`src/core/pgc_consts.vh`:
```
// Constants shared by the parallel coding path: code tables and timing.
`ifndef PGC_CONSTS_VH
`define PGC_CONSTS_VH
// Six-bit sub-block codes for x = 31 down to 0, negative form, a in MSB.
`define PGC_TBL6 {6'h2b, 6'h1e, 6'h2e, 6'h0e, 6'h36, 6'h16, 6'h26, \
    6'h33, 6'h3a, 6'h1a, 6'h2a, 6'h0b, 6'h32, 6'h13, 6'h23, 6'h1b, \
    6'h17, 6'h1c, 6'h2c, 6'h0d, 6'h34, 6'h15, 6'h25, 6'h39, 6'h38, \
    6'h19, 6'h29, 6'h35, 6'h31, 6'h2d, 6'h1d, 6'h27}
`define PGC_K28_6      6'h0f
`define PGC_K28_6_POS  6'h30
`define PGC_D7_6_NEG   6'h38
`define PGC_D7_6_POS   6'h07
// Four-bit sub-block codes for y = 7 down to 0, negative form, f in MSB.
`define PGC_TBL4 {4'he, 4'h6, 4'ha, 4'hd, 4'hc, 4'h5, 4'h9, 4'hb}
`define PGC_ALT7_NEG   4'h7
`define PGC_ALT7_POS   4'h8
`define PGC_Y3_NEG     4'hc
`define PGC_Y3_POS     4'h3
`define PGC_KFLAG_BIT  8
`define PGC_CV_WIDE    10'h1ff
`define PGC_CV_NARROW  10'h0ff
`define PGC_SER_STEPS  3'h5
`define PGC_SYS_PERIOD_NS 50
`define PGC_RXCLK_HALF_NS 200
`define PGC_RXCLK_HALF_CYC (`PGC_RXCLK_HALF_NS / `PGC_SYS_PERIOD_NS)
`endif

```
`src/core/pgc_path.v`:
```
// Parallel data path of one channel pair: DDR capture, coding, serial out.
`timescale 1ns/1ps
`include "pgc_consts.vh"
module pgc_path (
    input  wire        clk_sys,
    input  wire        rstn,
    input  wire        ce,
    input  wire        coding_select,
    input  wire        coding_enable_reg_bit,
    input  wire        violation_display_enable,
    input  wire        nibble_mode,
    input  wire        transmit_clock,
    input  wire [9:0]  transmit_bus_bits,
    input  wire [19:0] rx_word,
    input  wire [1:0]  rx_word_valid,
    output wire [3:0]  ser_bits,
    output wire [1:0]  ser_valid,
    output wire [1:0]  tx_overrun,
    output wire        coding_active,
    output wire        receive_clock,
    output wire [9:0]  receive_bus_bits
);
    reg         rst_s1_reg;
    reg         rst_s2_reg;
    reg  [13:0] pin_s1_reg;
    reg  [13:0] pin_s2_reg;
    reg         tclk_prev_reg;
    reg         coding_reg;
    reg  [2:0]  rx_cnt_reg;
    reg         rx_clk_reg;
    reg  [9:0]  rx_bus_reg;
    wire        rst_n_int;
    wire        coding_pin;
    wire        vde_pin;
    wire        nib_pin;
    wire        tclk_pin;
    wire [9:0]  td_pin;
    wire        tx_rise;
    wire        tx_fall;
    wire [19:0] rx_hold_flat;

    assign rst_n_int  = rst_s2_reg;
    assign coding_pin = pin_s2_reg[13];
    assign vde_pin    = pin_s2_reg[12];
    assign nib_pin    = pin_s2_reg[11];
    assign tclk_pin   = pin_s2_reg[10];
    assign td_pin     = pin_s2_reg[9:0];
    assign tx_rise    = tclk_pin & ~tclk_prev_reg;
    assign tx_fall    = ~tclk_pin & tclk_prev_reg;
    assign coding_active    = coding_reg;
    assign receive_clock    = rx_clk_reg;
    assign receive_bus_bits = rx_bus_reg;

    always @(posedge clk_sys or negedge rstn) begin
        if (!rstn) begin
            rst_s1_reg <= 1'b0;
            rst_s2_reg <= 1'b0;
        end else if (ce) begin
            rst_s1_reg <= 1'b1;
            rst_s2_reg <= rst_s1_reg;
        end
    end

    // Every pin, the transmit clock included, passes two flip-flops.
    always @(posedge clk_sys or negedge rst_n_int) begin
        if (!rst_n_int) begin
            pin_s1_reg    <= 14'h0000;
            pin_s2_reg    <= 14'h0000;
            tclk_prev_reg <= 1'b0;
            coding_reg    <= 1'b0;
        end else if (ce) begin
            pin_s1_reg    <= {coding_select, violation_display_enable,
                              nibble_mode, transmit_clock,
                              transmit_bus_bits};
            pin_s2_reg    <= pin_s1_reg;
            tclk_prev_reg <= tclk_pin;
            coding_reg    <= coding_pin | coding_enable_reg_bit;
        end
    end

    genvar g;
    generate
        for (g = 0; g < 2; g = g + 1) begin : chan
            reg  [4:0] lo_hold_reg;
            reg  [9:0] cap_reg;
            reg        cap_new_reg;
            reg  [9:0] pend_reg;
            reg        pend_full_reg;
            reg  [9:0] shift_reg;
            reg  [2:0] step_reg;
            reg        tx_rd_reg;
            reg        ovr_reg;
            reg  [9:0] rx_hold_reg;
            reg        rx_rd_reg;
            wire [9:0] enc_code;
            wire       enc_rd;
            wire [7:0] dec_data;
            wire       dec_k;
            wire       dec_cv;
            wire       dec_de;
            wire       dec_rd;
            wire       my_edge;
            wire       loading;
            wire [9:0] rx_in;

            assign my_edge = (g == 1) ? tx_rise : tx_fall;
            assign loading = pend_full_reg && (step_reg <= 3'h1);
            assign rx_in   = rx_word[10*g +: 10];
            assign ser_bits[2*g +: 2] = shift_reg[1:0];
            assign ser_valid[g]       = (step_reg != 3'h0);
            assign tx_overrun[g]      = ovr_reg;
            assign rx_hold_flat[10*g +: 10] = rx_hold_reg;

            pgc_enc u_enc (
                .data   (cap_reg[7:0]),
                .k      (cap_reg[`PGC_KFLAG_BIT]),
                .rd_in  (tx_rd_reg),
                .code   (enc_code),
                .rd_out (enc_rd)
            );

            pgc_dec u_dec (
                .code     (rx_in),
                .rd_in    (rx_rd_reg),
                .data     (dec_data),
                .k        (dec_k),
                .code_err (dec_cv),
                .disp_err (dec_de),
                .rd_out   (dec_rd)
            );

            // Capture from the DDR bus on the edges of the transmit clock.
            always @(posedge clk_sys or negedge rst_n_int) begin
                if (!rst_n_int) begin
                    lo_hold_reg <= 5'h00;
                    cap_reg     <= 10'h000;
                    cap_new_reg <= 1'b0;
                end else if (ce) begin
                    cap_new_reg <= 1'b0;
                    if (nib_pin) begin
                        if (tx_rise) begin
                            lo_hold_reg <= td_pin[5*g +: 5];
                        end
                        if (tx_fall) begin
                            cap_reg     <= {td_pin[5*g +: 5],
                                            lo_hold_reg};
                            cap_new_reg <= 1'b1;
                        end
                    end else if (my_edge) begin
                        cap_reg     <= td_pin;
                        cap_new_reg <= 1'b1;
                    end
                end
            end

            // Retimed words are coded into the holding stage, then shifted.
            always @(posedge clk_sys or negedge rst_n_int) begin
                if (!rst_n_int) begin
                    pend_reg      <= 10'h000;
                    pend_full_reg <= 1'b0;
                    shift_reg     <= 10'h000;
                    step_reg      <= 3'h0;
                    tx_rd_reg     <= 1'b0;
                    ovr_reg       <= 1'b0;
                end else if (ce) begin
                    ovr_reg <= 1'b0;
                    if (loading) begin
                        shift_reg     <= pend_reg;
                        step_reg      <= `PGC_SER_STEPS;
                        pend_full_reg <= 1'b0;
                    end else if (step_reg != 3'h0) begin
                        shift_reg <= {2'b00, shift_reg[9:2]};
                        step_reg  <= step_reg - 3'h1;
                    end
                    if (cap_new_reg) begin
                        if (coding_reg) begin
                            pend_reg  <= enc_code;
                            tx_rd_reg <= enc_rd;
                        end else begin
                            pend_reg  <= cap_reg;
                        end
                        pend_full_reg <= 1'b1;
                        ovr_reg <= pend_full_reg && !loading;
                    end
                end
            end

            // Received words are decoded and held for the output bus.
            always @(posedge clk_sys or negedge rst_n_int) begin
                if (!rst_n_int) begin
                    rx_hold_reg <= 10'h000;
                    rx_rd_reg   <= 1'b0;
                end else if (ce && rx_word_valid[g]) begin
                    if (!coding_reg) begin
                        rx_hold_reg <= rx_in;
                    end else begin
                        rx_rd_reg <= dec_rd;
                        if (vde_pin && (dec_cv || dec_de)) begin
                            rx_hold_reg <= `PGC_CV_WIDE;
                        end else if (!vde_pin && dec_cv) begin
                            rx_hold_reg <= `PGC_CV_NARROW;
                        end else begin
                            rx_hold_reg <= {1'b0, dec_k,
                                            dec_data};
                        end
                    end
                end
            end
        end
    endgenerate

    // The receive clock is divided down; data moves midway between edges.
    always @(posedge clk_sys or negedge rst_n_int) begin
        if (!rst_n_int) begin
            rx_cnt_reg <= 3'h0;
            rx_clk_reg <= 1'b0;
            rx_bus_reg <= 10'h000;
        end else if (ce) begin
            if (rx_cnt_reg == `PGC_RXCLK_HALF_CYC - 1) begin
                rx_cnt_reg <= 3'h0;
                rx_clk_reg <= ~rx_clk_reg;
            end else begin
                rx_cnt_reg <= rx_cnt_reg + 3'h1;
            end
            if (rx_cnt_reg == 3'h1) begin
                if (nib_pin) begin
                    if (!rx_clk_reg) begin
                        rx_bus_reg <= {rx_hold_flat[14:10],
                                       rx_hold_flat[4:0]};
                    end else begin
                        rx_bus_reg <= {rx_hold_flat[19:15],
                                       rx_hold_flat[9:5]};
                    end
                end else if (!rx_clk_reg) begin
                    rx_bus_reg <= rx_hold_flat[19:10];
                end else begin
                    rx_bus_reg <= rx_hold_flat[9:0];
                end
            end
        end
    end
endmodule // pgc_path

```
`src/core/pgc_enc.v`:
```
// Combinational 8b/10b encoder with running disparity in and out.
`timescale 1ns/1ps
`include "pgc_consts.vh"
module pgc_enc (
    input  wire [7:0] data,
    input  wire       k,
    input  wire       rd_in,
    output reg  [9:0] code,
    output reg        rd_out
);
    wire [191:0] tbl6 = `PGC_TBL6;
    wire [31:0]  tbl4 = `PGC_TBL4;
    reg  [5:0]   c6;
    reg  [3:0]   c4;
    reg  [2:0]   n6;
    reg  [2:0]   n4;
    reg          k28;
    reg          rd1;
    reg          alt7;
    integer      i;

    always @* begin
        k28 = k && (data[4:0] == 5'h1c);
        c6 = k28 ? `PGC_K28_6 : tbl6[6*data[4:0] +: 6];
        n6 = 3'h0;
        for (i = 0; i < 6; i = i + 1) begin
            n6 = n6 + {2'b00, c6[i]};
        end
        // The form of each sub-block keeps the line balanced.
        if (rd_in && (n6 != 3'h3 || c6 == `PGC_D7_6_NEG)) begin
            c6 = ~c6;
        end
        rd1 = (n6 == 3'h3) ? rd_in : ~rd_in;
        alt7 = (data[7:5] == 3'h7) && (k ||
            (!rd1 && (data[4:0] == 5'h11 || data[4:0] == 5'h12 ||
                      data[4:0] == 5'h14)) ||
            (rd1 && (data[4:0] == 5'h0b || data[4:0] == 5'h0d ||
                     data[4:0] == 5'h0e)));
        c4 = alt7 ? `PGC_ALT7_NEG : tbl4[4*data[7:5] +: 4];
        n4 = 3'h0;
        for (i = 0; i < 4; i = i + 1) begin
            n4 = n4 + {2'b00, c4[i]};
        end
        if ((rd1 && (n4 != 3'h2 || data[7:5] == 3'h3)) ||
            (k28 && !rd1 && n4 == 3'h2 && data[7:5] != 3'h3)) begin
            c4 = ~c4;
        end
        rd_out = (n4 == 3'h2) ? rd1 : ~rd1;
        code = {c4[0], c4[1], c4[2], c4[3],
                c6[0], c6[1], c6[2], c6[3], c6[4], c6[5]};
    end
endmodule // pgc_enc

```
`src/core/pgc_dec.v`:
```
// Combinational 8b/10b decoder with code and disparity checks.
`timescale 1ns/1ps
`include "pgc_consts.vh"
module pgc_dec (
    input  wire [9:0] code,
    input  wire       rd_in,
    output reg  [7:0] data,
    output reg        k,
    output reg        code_err,
    output reg        disp_err,
    output reg        rd_out
);
    wire [191:0] tbl6 = `PGC_TBL6;
    wire [31:0]  tbl4 = `PGC_TBL4;
    reg  [5:0]   c6;
    reg  [3:0]   c4;
    reg  [3:0]   c4x;
    reg  [5:0]   t6;
    reg  [3:0]   t4;
    reg  [2:0]   n6;
    reg  [2:0]   n4;
    reg  [2:0]   nt;
    reg          k28;
    reg          alt7;
    reg          hit6;
    reg          hit4;
    reg          pol;
    reg          dir;
    reg          rd1;
    integer      i;
    integer      j;

    always @* begin
        c6 = {code[0], code[1], code[2], code[3], code[4], code[5]};
        c4 = {code[6], code[7], code[8], code[9]};
        n6 = 3'h0;
        n4 = 3'h0;
        for (i = 0; i < 6; i = i + 1) begin
            n6 = n6 + {2'b00, c6[i]};
        end
        for (i = 0; i < 4; i = i + 1) begin
            n4 = n4 + {2'b00, c4[i]};
        end
        data = 8'h00;
        hit6 = 1'b0;
        hit4 = 1'b0;
        alt7 = 1'b0;
        k28 = (c6 == `PGC_K28_6) || (c6 == `PGC_K28_6_POS);
        if (k28) begin
            data[4:0] = 5'h1c;
            hit6 = 1'b1;
        end
        for (i = 0; i < 32; i = i + 1) begin
            t6 = tbl6[6*i +: 6];
            nt = 3'h0;
            for (j = 0; j < 6; j = j + 1) begin
                nt = nt + {2'b00, t6[j]};
            end
            if (c6 == t6 || (c6 == ~t6 && (nt != 3'h3 || i == 7))) begin
                data[4:0] = i[4:0];
                hit6 = 1'b1;
            end
        end
        c4x = (c6 == `PGC_K28_6_POS) ? ~c4 : c4;
        for (i = 0; i < 8; i = i + 1) begin
            t4 = tbl4[4*i +: 4];
            if (c4x == t4 || (c4x == ~t4 && (t4 != 4'h5 && t4 != 4'h9 &&
                t4 != 4'ha && t4 != 4'h6))) begin
                data[7:5] = i[2:0];
                hit4 = 1'b1;
            end
        end
        if (c4 == `PGC_ALT7_NEG || c4 == `PGC_ALT7_POS) begin
            data[7:5] = 3'h7;
            alt7 = 1'b1;
            hit4 = 1'b1;
        end
        k = k28 || (alt7 && (data[4:0] == 5'h17 || data[4:0] == 5'h1b ||
            data[4:0] == 5'h1d || data[4:0] == 5'h1e));
        code_err = !hit6 || !hit4 || n6 < 3'h2 || n6 > 3'h4 ||
                   n4 < 3'h1 || n4 > 3'h3;
        // Each polar sub-block must start from the disparity it expects.
        pol = n6 != 3'h3 || c6 == `PGC_D7_6_NEG || c6 == `PGC_D7_6_POS;
        dir = n6 > 3'h3 || c6 == `PGC_D7_6_POS;
        disp_err = pol && ((n6 != 3'h3) ? (rd_in == dir) : (rd_in != dir));
        rd1 = pol ? dir : rd_in;
        pol = n4 != 3'h2 || c4 == `PGC_Y3_NEG || c4 == `PGC_Y3_POS;
        dir = n4 > 3'h2 || c4 == `PGC_Y3_POS;
        disp_err = disp_err ||
            (pol && ((n4 != 3'h2) ? (rd1 == dir) : (rd1 != dir)));
        rd_out = pol ? dir : rd1;
    end
endmodule // pgc_dec

```
`config.mk`:
```
export PLATFORM = sky130hd
export DESIGN_NAME = pgc_path
export DESIGN_NICKNAME = d
export VERILOG_FILES = /design/src/core/pgc_path.v /design/src/core/pgc_enc.v /design/src/core/pgc_dec.v
export VERILOG_INCLUDE_DIRS = /design/src /design/src/core
export SDC_FILE = /design/constraint.sdc
export NUM_CORES = 1
export LEC_CHECK = 0
export BUFFER_PORTS_ARGS = -buffer_cell sky130_fd_sc_hd__buf_2
export CAP_MARGIN = 0
export CORE_MARGIN = 2
export CORE_UTILIZATION = 56
export CTS_BUF_LIST = sky130_fd_sc_hd__clkbuf_16
export CTS_CLUSTER_DIAMETER = 120
export CTS_CLUSTER_SIZE = 40
export DETAILED_ROUTE_END_ITERATION = 6
export PLACE_DENSITY_LB_ADDON = 0.3
export SKIP_LAST_GASP = 1
export SYNTH_ARGS = -nofsm -noshare
export SYNTH_HDL_FRONTEND = slang
export SYNTH_SLANG_ARGS = --single-unit
```
`constraint.sdc`:
```
create_clock -name clk_sys -period 7.3 [get_ports clk_sys]
set_input_delay 1.46 -clock clk_sys [delete_from_list [all_inputs] [get_ports clk_sys]]
set_output_delay 1.46 -clock clk_sys [all_outputs]
set_load 0.005 [all_outputs]
```
==> reports/metrics.cfg, run 1 <==
[status]
status=completed

[timing]
hold_violations=0
setup_tns_ns=0
slew_viol_final=0
hold_slack_ns=0.2715
setup_viol=0
fin_ws_ns=0.3639
slew_headroom=0.2495
worst_slew_pin_slew_ns=1.118
skew_ns=0.01066
period_share=0.9501
min_period_ns=6.936
max_freq_mhz=144.2
grt_setup_unrepaired=yes

[yosys]
yosys_warnings=0
ys_seq_area_frac=0.3261
ys_seq_elements=152
synth.distinct_cells=95
netlist_instances=1309
synth_area_sq_um=11660
ys.flop_type=dfrtp_1
postSynth.asyncResetShare=1.000
synth_fp_nets=1409
synth_area_per_cell_sq_um=8.911
synth_edf_count=0

[drt]
vias_per_cell=6.071
drc=0
drt_pass1_iterations=5
via_count=9634
drtAntennaViolNets=0
drt_iter0_markers=585
finalWirelength_mm=26.04
wl_per_cell_um=16.41

[place]
gp_congestion=0.9418
io_buffers=59
place_ws_ns=0.2891
dpl.hpwl_mm=18.95
dp_cells=1554

[cts]
clkLatencyLatePin_ns=0.44
clkSinkCount=152
cts_tree=yes
clock_path_buffers=2
cts_max_level=4
cts_inserted_buffers=17
cts_hold_buffers=0
clk_pin_slew_ns=0.06
root_buffer=clkbuf_16

[power_and_ir_drop]
ir_worst_vdd_uv=283.6
p_leak_nw=5.526
p_per_area_nw_per_um2=431.9
p_total_w=0.005417

[floorplanning]
die_w_um=148.3
core-area_sq_um=20360
ios=60
num_rows=52
die_y_um=148.3
start_util=0.5728
die-area_sq_um=22000

[worst_setup_path]
startpoint=chan[0].cap_reg[1]$_DFFE_PN0P_
reg2reg_to=chan[0].pend_reg[6]$_DFFE_PN0P_
critPathKind=reg -> reg
worstSetupEndpointType=register
path_max_fanout=6
r2r-start=chan[0].cap_reg[1]$_DFFE_PN0P_
worstSetupStartpointType=register
rrSetupSlack_ns=0.36
cp_num_buf_inv=5
path_depth=27
cp_top_family=adder cells
crit_path_frequent_cell=inv_1
critical_path.max_stage_delay_ns=0.54
endpoint=chan[0].pend_reg[6]$_DFFE_PN0P_
r2r_cells=27
cp.required_ns=7.67
critPathArrivalTime_ns=7.30
slowest_stage=fa_1

[layout]
antenna_cells=0
nFillCells=1770
nets=1404
layout.cells.non_filler=1587
syn_to_final_growth_pct=7.530
most-common-layout-cells=dfrtp_1 (148), nand2_1 (137), o21ai_0 (97), inv_1 (83), a21oi_1 (70)
final_common_cell=dfrtp_1
drive_gt1_frac=0.1564

[global_route]
grt_antenna_before_repair=0
grt_pass1_wl_mm=43.79
grt.overflow.total=0
grt_pass1_vias=8972
grt_max_degree=64
grt.total_usage=0.2422

[run]
maxCapViolations=0

[hold_path]
min-delay-path-class=reg -> async

## synth_stat cells, drive strengths merged (4+ instances only)
master | number | share of area
a2111oi | 7 | 0.0054
a211o | 8 | 0.0061
a211oi | 25 | 0.016
a21boi | 9 | 0.0058
a21o | 10 | 0.0064
a21oi | 70 | 0.030
a221oi | 8 | 0.0065
a22oi | 4 | 0.0026
a31oi | 17 | 0.0097
a32o | 6 | 0.0051
and2 | 11 | 0.0059
and3 | 10 | 0.0055
buf | 42 | 0.026
clkbuf | 49 | 0.017
dfrtp | 152 | 0.33
fa | 16 | 0.027
ha | 44 | 0.047
inv | 82 | 0.026
mux2 | 61 | 0.059
mux2i | 57 | 0.049
nand2 | 137 | 0.044
nand2b | 27 | 0.015
nand3 | 21 | 0.0090
nand3b | 18 | 0.013
nand4 | 4 | 0.0021
nand4b | 6 | 0.0045
nor2 | 59 | 0.019
nor2b | 23 | 0.012
nor3 | 30 | 0.014
nor3b | 7 | 0.0058
o211a | 5 | 0.0043
o211ai | 15 | 0.011
o21ai | 116 | 0.050
o22ai | 30 | 0.018
o311ai | 4 | 0.0030
o31ai | 7 | 0.0049
o32ai | 12 | 0.0097
or2b | 5 | 0.0036
or3 | 11 | 0.0060
or3b | 7 | 0.0055
xnor2 | 28 | 0.022
xor2 | 11 | 0.0083
## stage by stage
stage	utilization	instance area, sq um
after floorplan	-	11660
after global placement	0.5818	11850
after detailed placement	0.5818	11850
after CTS	0.6149	12520
after global routing	0.6159	12540
final	0.6159	12540
## how the worst min path moves through the flow
stage | to | cells after the start
2_1_floorplan | rst_s1_reg$_DFFE_PN0P_ | 1
3_3_place_gp | pin_s2_reg[13]$_DFFE_PN0P_ | 0
3_5_place_dp | chan[0].rx_hold_reg[7]$_DFFE_PN0P_ | 0
4_1_cts | chan[0].rx_hold_reg[7]$_DFFE_PN0P_ | 0
5_1_grt | chan[0].rx_hold_reg[7]$_DFFE_PN0P_ | 0
6_report | coding_active$_DFFE_PN0P_ | 0
## layer usage
| metal | wire length (um) | up-vias | global-route usage |
|---|---|---|---|
| met5 | 0 | - | 0 |
| met4 | 486 | 0 | 0.07286 |
| met3 | 951 | 46 | 0.03896 |
| met2 | 13110 | 236 | 0.4169 |
| met1 | 11490 | 4666 | 0.3157 |
| li1 | - | 4686 | - |
## cell families after synthesis
logic type,after synthesis,share of synthesized area
compound gates,374,0.2129
flops,152,0.3261
xor+xnor,39,0.02993
fa+ha+maj,60,0.07465
mux,120,0.1117
simple gates,390,0.1745
buf+inv,174,0.07026
## power by group
part	switching, W	total, W	internal (W)
registers	0.000330	0.00147	0.00114
clock network	0.000358	0.00100	0.000643
logic	0.00153	0.00295	0.00142
## repair_timing
action | CTS | global route
setup buffers | 0 | 1
resized for setup | 0 | 5
endpoints found under the setup margin | 0 | 7
## cell type report
class,count,area (sq um),share of cell area
tap,270,337.8,0.02693
inverter,83,311.5,0.02484
clock buffer,17,425.4,0.03392
timing repair buffer,67,355.3,0.02833
clock inverter,15,249.0,0.01985
multi-input combinational,983,7053,0.5623
sequential,152,3811,0.3038
Power figures use the tool's default switching activity.
==> inputs of run 2 (changes only) <==
--- a/config.mk
+++ b/config.mk
@@ -9,7 +9,7 @@
 export BUFFER_PORTS_ARGS = -buffer_cell sky130_fd_sc_hd__buf_2
 export CAP_MARGIN = 0
 export CORE_MARGIN = 2
-export CORE_UTILIZATION = 56
+export CORE_UTILIZATION = 50
 export CTS_BUF_LIST = sky130_fd_sc_hd__clkbuf_16
 export CTS_CLUSTER_DIAMETER = 120
 export CTS_CLUSTER_SIZE = 40
==> run 2 against run 1 <==
Compared with the run above: power down 2.9%; die area up 12%; clock power down 15%; core utilization down 6.8 points; final cell count up 2.6%; sequential share of layout area up 0.12 points; combinational power about the same; routed wire length about the same.
==> reports/metrics.cfg, run 2 (synthesis results as in run 1) <==
[cts]
cts_tree=yes
cts_max_level=4
clk_pin_slew_ns=0.06
clock_path_buffers=2
cts_inserted_buffers=17
clkLatencyLatePin_ns=0.42
root_buffer=clkbuf_16
clkSinkCount=152
cts_hold_buffers=0

[drt]
drt_iter0_markers=728
finalWirelength_mm=26.06
via_count=9582
vias_per_cell=5.886
drtAntennaViolNets=0
drt_pass1_iterations=5
wl_per_cell_um=16.00
drc=0

[worst_setup_path]
reg2reg_to=chan[0].pend_reg[6]$_DFFE_PN0P_
rrSetupSlack_ns=0.36
path_depth=27
slowest_stage=fa_1
cp_num_buf_inv=5
path_max_fanout=6
crit_path_frequent_cell=inv_1
critPathArrivalTime_ns=7.29
endpoint=chan[0].pend_reg[6]$_DFFE_PN0P_
cp.required_ns=7.66
worstSetupStartpointType=register
critPathKind=reg -> reg
r2r_cells=27
critical_path.max_stage_delay_ns=0.53
worstSetupEndpointType=register
startpoint=chan[0].cap_reg[1]$_DFFE_PN0P_
cp_top_family=adder cells
r2r-start=chan[0].cap_reg[1]$_DFFE_PN0P_

[timing]
period_share=0.9502
min_period_ns=6.936
setup_tns_ns=0
worst_slew_pin_slew_ns=1.098
slew_viol_final=0
hold_violations=0
max_freq_mhz=144.2
fin_ws_ns=0.3636
slew_headroom=0.2628
skew_ns=0.006389
grt_setup_unrepaired=yes
setup_viol=0

[place]
gp_congestion=0.9501
dp_cells=1596
dpl.hpwl_mm=18.87
place_ws_ns=0.2701
io_buffers=59

[hold_path]
min-delay-path-class=reg -> async

[global_route]
grt.overflow.total=0
grt_pass1_wl_mm=44.15
grt.total_usage=0.2191
grt_antenna_before_repair=0
grt_pass1_vias=9016
grt_max_degree=83

[layout]
nFillCells=2062
final_common_cell=dfrtp_1
most-common-layout-cells=dfrtp_1 (149), nand2_1 (137), o21ai_0 (98), inv_1 (87), a21oi_1 (69)
layout.cells.non_filler=1628
drive_gt1_frac=0.1513
antenna_cells=0
nets=1402
syn_to_final_growth_pct=7.069

[floorplanning]
die_y_um=156.7
num_rows=55
die_w_um=156.7
ios=60
die-area_sq_um=24570
core-area_sq_um=22780
start_util=0.5121

[power_and_ir_drop]
ir_worst_vdd_uv=275.6
p_per_area_nw_per_um2=421.2
p_total_w=0.005260
p_leak_nw=5.486

[run]
maxCapViolations=0

[status]
status=completed

==> run 2: final cells by class <==
class                           count  area [sq um]  share of cell area
Tap cell                          313         391.6             0.03136
Clock inverter                     15         146.4             0.01172
Inverter                           83         311.5             0.02494
Timing Repair Buffer               65         340.3             0.02725
Multi-Input combinational cell    983          7064              0.5656
Sequential cell                   152          3810              0.3050
Clock buffer                       17         425.4             0.03406
==> run 2: where the power goes <==
group	switching [W]	internal, W	total [W]
clock	0.000325	0.000526	0.000851
sequential	0.000327	0.00114	0.00147
combinational	0.00153	0.00142	0.00294
total	0.00218	0.00308	0.00526
==> run 2: what timing repair did <==
action,CTS,global route
buffers inserted,0,0
setup endpoints to repair,0,7
gates resized for setup,0,5
==> run 2: layer usage <==
layer  GRT usage  share of wire  vias up
li1            -              -     4698
met1      0.2924           0.45     4633
met2      0.3736           0.50      221
met3     0.02825          0.036       30
met4     0.06160          0.013        0
met5           0              0        -
==> run 2: how the worst min path moves through the flow <==
stage / start / to / slack (ns) / cells past startpoint
floorplan: rst_s1_reg$_DFFE_PN0P_ / rst_s1_reg$_DFFE_PN0P_ / 0.43 / 1
global placement: rst_s1_reg$_DFFE_PN0P_ / rst_s1_reg$_DFFE_PN0P_ / 0.45 / 1
detailed placement: rst_s1_reg$_DFFE_PN0P_ / rst_s1_reg$_DFFE_PN0P_ / 0.46 / 1
CTS: rst_s1_reg$_DFFE_PN0P_ / rst_s1_reg$_DFFE_PN0P_ / 0.47 / 1
global route: rst_s1_reg$_DFFE_PN0P_ / rst_s1_reg$_DFFE_PN0P_ / 0.49 / 1
finish: rst_n_int$_DFFE_PN0P_ / chan[1].step_reg[2]$_DFFE_PN0P_ / 0.47 / 0
==> run 2: per-stage QoR <==
stage,utilization,hold slack (ns),area (sq um)
finish,0.5483,0.4673,12490
global route,0.5483,0.4927,12490
detailed placement,0.5222,0.4550,11890
CTS,0.5473,0.4695,12470
floorplan,-,0.4305,11660
global placement,0.5222,0.4455,11890
==> inputs of run 3 (changes only) <==
--- a/config.mk
+++ b/config.mk
@@ -8,8 +8,10 @@
 export LEC_CHECK = 0
 export BUFFER_PORTS_ARGS = -buffer_cell sky130_fd_sc_hd__buf_2
 export CAP_MARGIN = 0
+export CELL_PAD_IN_SITES_DETAIL_PLACEMENT = 1
+export CELL_PAD_IN_SITES_GLOBAL_PLACEMENT = 2
 export CORE_MARGIN = 2
-export CORE_UTILIZATION = 50
+export CORE_UTILIZATION = 43
 export CTS_BUF_LIST = sky130_fd_sc_hd__clkbuf_16
 export CTS_CLUSTER_DIAMETER = 120
 export CTS_CLUSTER_SIZE = 40
@@ -19,3 +21,4 @@
 export SYNTH_ARGS = -nofsm -noshare
 export SYNTH_HDL_FRONTEND = slang
 export SYNTH_SLANG_ARGS = --single-unit
+export TNS_END_PERCENT = 50
==> run 3 against run 2 <==
Compared with the run above: worst setup slack better by 0.027 ns; core utilization is 7.7 points lower; non-clock buffer count is 6 higher; count of clock-buffer cells in the layout stayed put; sequential power hardly changed; clock skew is 0.0057 ns higher; die area is 16% higher; sequential share of layout area is 0.33 points lower; clock power is 14% higher; flip-flop and latch count stayed put; global-route usage is 0.31 points higher; register-to-register slack better by 0.03 ns.
==> reports/metrics.cfg, run 3 (synthesis results as in run 1) <==
[worst_setup_path]
cp.required_ns=7.66
critPathArrivalTime_ns=7.27
path_max_fanout=6
r2r-start=chan[0].cap_reg[1]$_DFFE_PN0P_
cp_top_family=adder cells
critical_path.max_stage_delay_ns=0.54
worstSetupEndpointType=register
slowest_stage=fa_1
critPathKind=reg -> reg
r2r_cells=27
worstSetupStartpointType=register
cp_num_buf_inv=5
rrSetupSlack_ns=0.39
reg2reg_to=chan[0].pend_reg[6]$_DFFE_PN0P_

[cts]
clkSinkCount=152
cts_hold_buffers=0
root_buffer=clkbuf_16
clkLatencyLatePin_ns=0.43
clk_pin_slew_ns=0.06
clock_path_buffers=2
cts_inserted_buffers=17
cts_max_level=4
cts_tree=yes

[hold_path]
hold_end=chan[1].shift_reg[1]$_DFFE_PN0P_
worstHoldStart=chan[1].shift_reg[1]$_DFFE_PN0P_
min_delay_path_depth=2
min-delay-path-class=reg -> reg

[layout]
syn_to_final_growth_pct=8.377
drive_gt1_frac=0.1635
most-common-layout-cells=dfrtp_1 (145), nand2_1 (137), o21ai_0 (97), inv_1 (82), a21oi_1 (69)
nets=1408
final_common_cell=dfrtp_1
antenna_cells=0
final_util=0.4717

[global_route]
grt_pass1_wl_mm=51.54
grt_max_degree=84
grt.overflow.total=0
grt_antenna_before_repair=0
grt.total_usage=0.2222
grt_pass1_vias=9769

[timing]
slew_headroom=0.2037
hold_slack_ns=0.4714
hold_violations=0
skew_ns=0.01212
setup_tns_ns=0
grt_setup_unrepaired=yes
slew_viol_final=0
max_freq_mhz=144.7
worst_slew_pin_slew_ns=1.186
min_period_ns=6.910
setup_viol=0
period_share=0.9465

[drt]
drt_iter0_markers=606
wl_per_cell_um=18.43
finalWirelength_mm=30.63
drtAntennaViolNets=0
via_count=9595
drt_pass1_iterations=4
vias_per_cell=5.773
drc=0

[place]
io_buffers=59
gp_congestion=0.8794
dpl.hpwl_mm=21.95

[floorplanning]
num_rows=60
die-area_sq_um=28460
ios=60
start_util=0.4352
die_y_um=168.7
die_w_um=168.7
core-area_sq_um=26800

[status]
status=completed

[power_and_ir_drop]
p_per_area_nw_per_um2=436.1
ir_worst_vdd_uv=279.3
p_leak_nw=5.523

[run]
maxCapViolations=0

run 3: cell types whose count changed in the layout (fill, tap and decap cells not counted), moves of 4 or more:
| cell | change |
|---|---|
| buf_4 | +6 |
| dfrtp_2 | +4 |
| inv_1 | -5 |
| dfrtp_1 | -4 |
run 3: timing repair:
action / 4_1_cts / 5_1_grt
setup buffers: 0 / 4
resized for setup: 0 / 13
endpoints found under the setup margin: 0 / 8
run 3: layout make-up:
cell class | count | area, sq um
Clock buffer | 17 | 425.4
Clock inverter | 15 | 210.2
Fill cell | 3147 | 14160
Inverter | 83 | 311.5
Multi-Input combinational cell | 983 | 7068
Sequential cell | 152 | 3815
Tap cell | 341 | 426.7
Timing Repair Buffer | 71 | 385.4
run 3: how the worst max path moves through the flow:
stage                     depth (start not counted)                            from                         endpoint  slack, ns
after detailed placement                         27  chan[0].cap_reg[0]$_DFFE_PN0P_  chan[0].pend_reg[6]$_DFFE_PN0P_       0.20
after floorplan                                  27  chan[0].cap_reg[0]$_DFFE_PN0P_  chan[0].pend_reg[6]$_DFFE_PN0P_       0.50
final                                            27  chan[0].cap_reg[1]$_DFFE_PN0P_  chan[0].pend_reg[6]$_DFFE_PN0P_       0.39
after global placement                           27  chan[0].cap_reg[0]$_DFFE_PN0P_  chan[0].pend_reg[6]$_DFFE_PN0P_       0.45
after CTS                                        27  chan[0].cap_reg[0]$_DFFE_PN0P_  chan[0].pend_reg[6]$_DFFE_PN0P_       0.10
after global routing                             27  chan[0].cap_reg[1]$_DFFE_PN0P_  chan[0].pend_reg[6]$_DFFE_PN0P_      0.001
run 3: worst register-to-register path, delay by kind of cell, from the launching register on:
kind | cells | cell delay, ns
compound gates | 6 | 0.98
xor+xnor | 1 | 0.18
fa+ha+maj | 8 | 2.88
buf+inv | 5 | 0.40
flops | 1 | 0.44
mux | 4 | 1.47
simple gates | 3 | 0.51
run 3: layer usage:
layer,track usage,vias up,part of all wire
met2,0.3801,95,0.50
met4,0.04385,0,0.0084
met5,0,-,0
met1,0.3055,4776,0.48
li1,-,4708,-
met3,0.02572,16,0.017
run 3: metrics by stage:
step	worst slack, ns	instance area (sq um)	power [W]	std cells
floorplan	0.5009	11660	0.003711	1309
global placement	0.4471	11940	0.004266	1626
detailed placement	0.1991	11940	0.004365	1626
CTS	0.1011	12580	0.005385	1658
global route	0.001380	12640	0.006053	1662
finish	0.3904	12640	0.005514	1662
run 3: power by group:
| part | switching (W) | internal [W] | leakage, nW |
|---|---|---|---|
| sequential | 0.000322 | 0.00114 | 1.73 |
| combinational | 0.00160 | 0.00148 | 3.49 |
| clock | 0.000366 | 0.000603 | 0.307 |
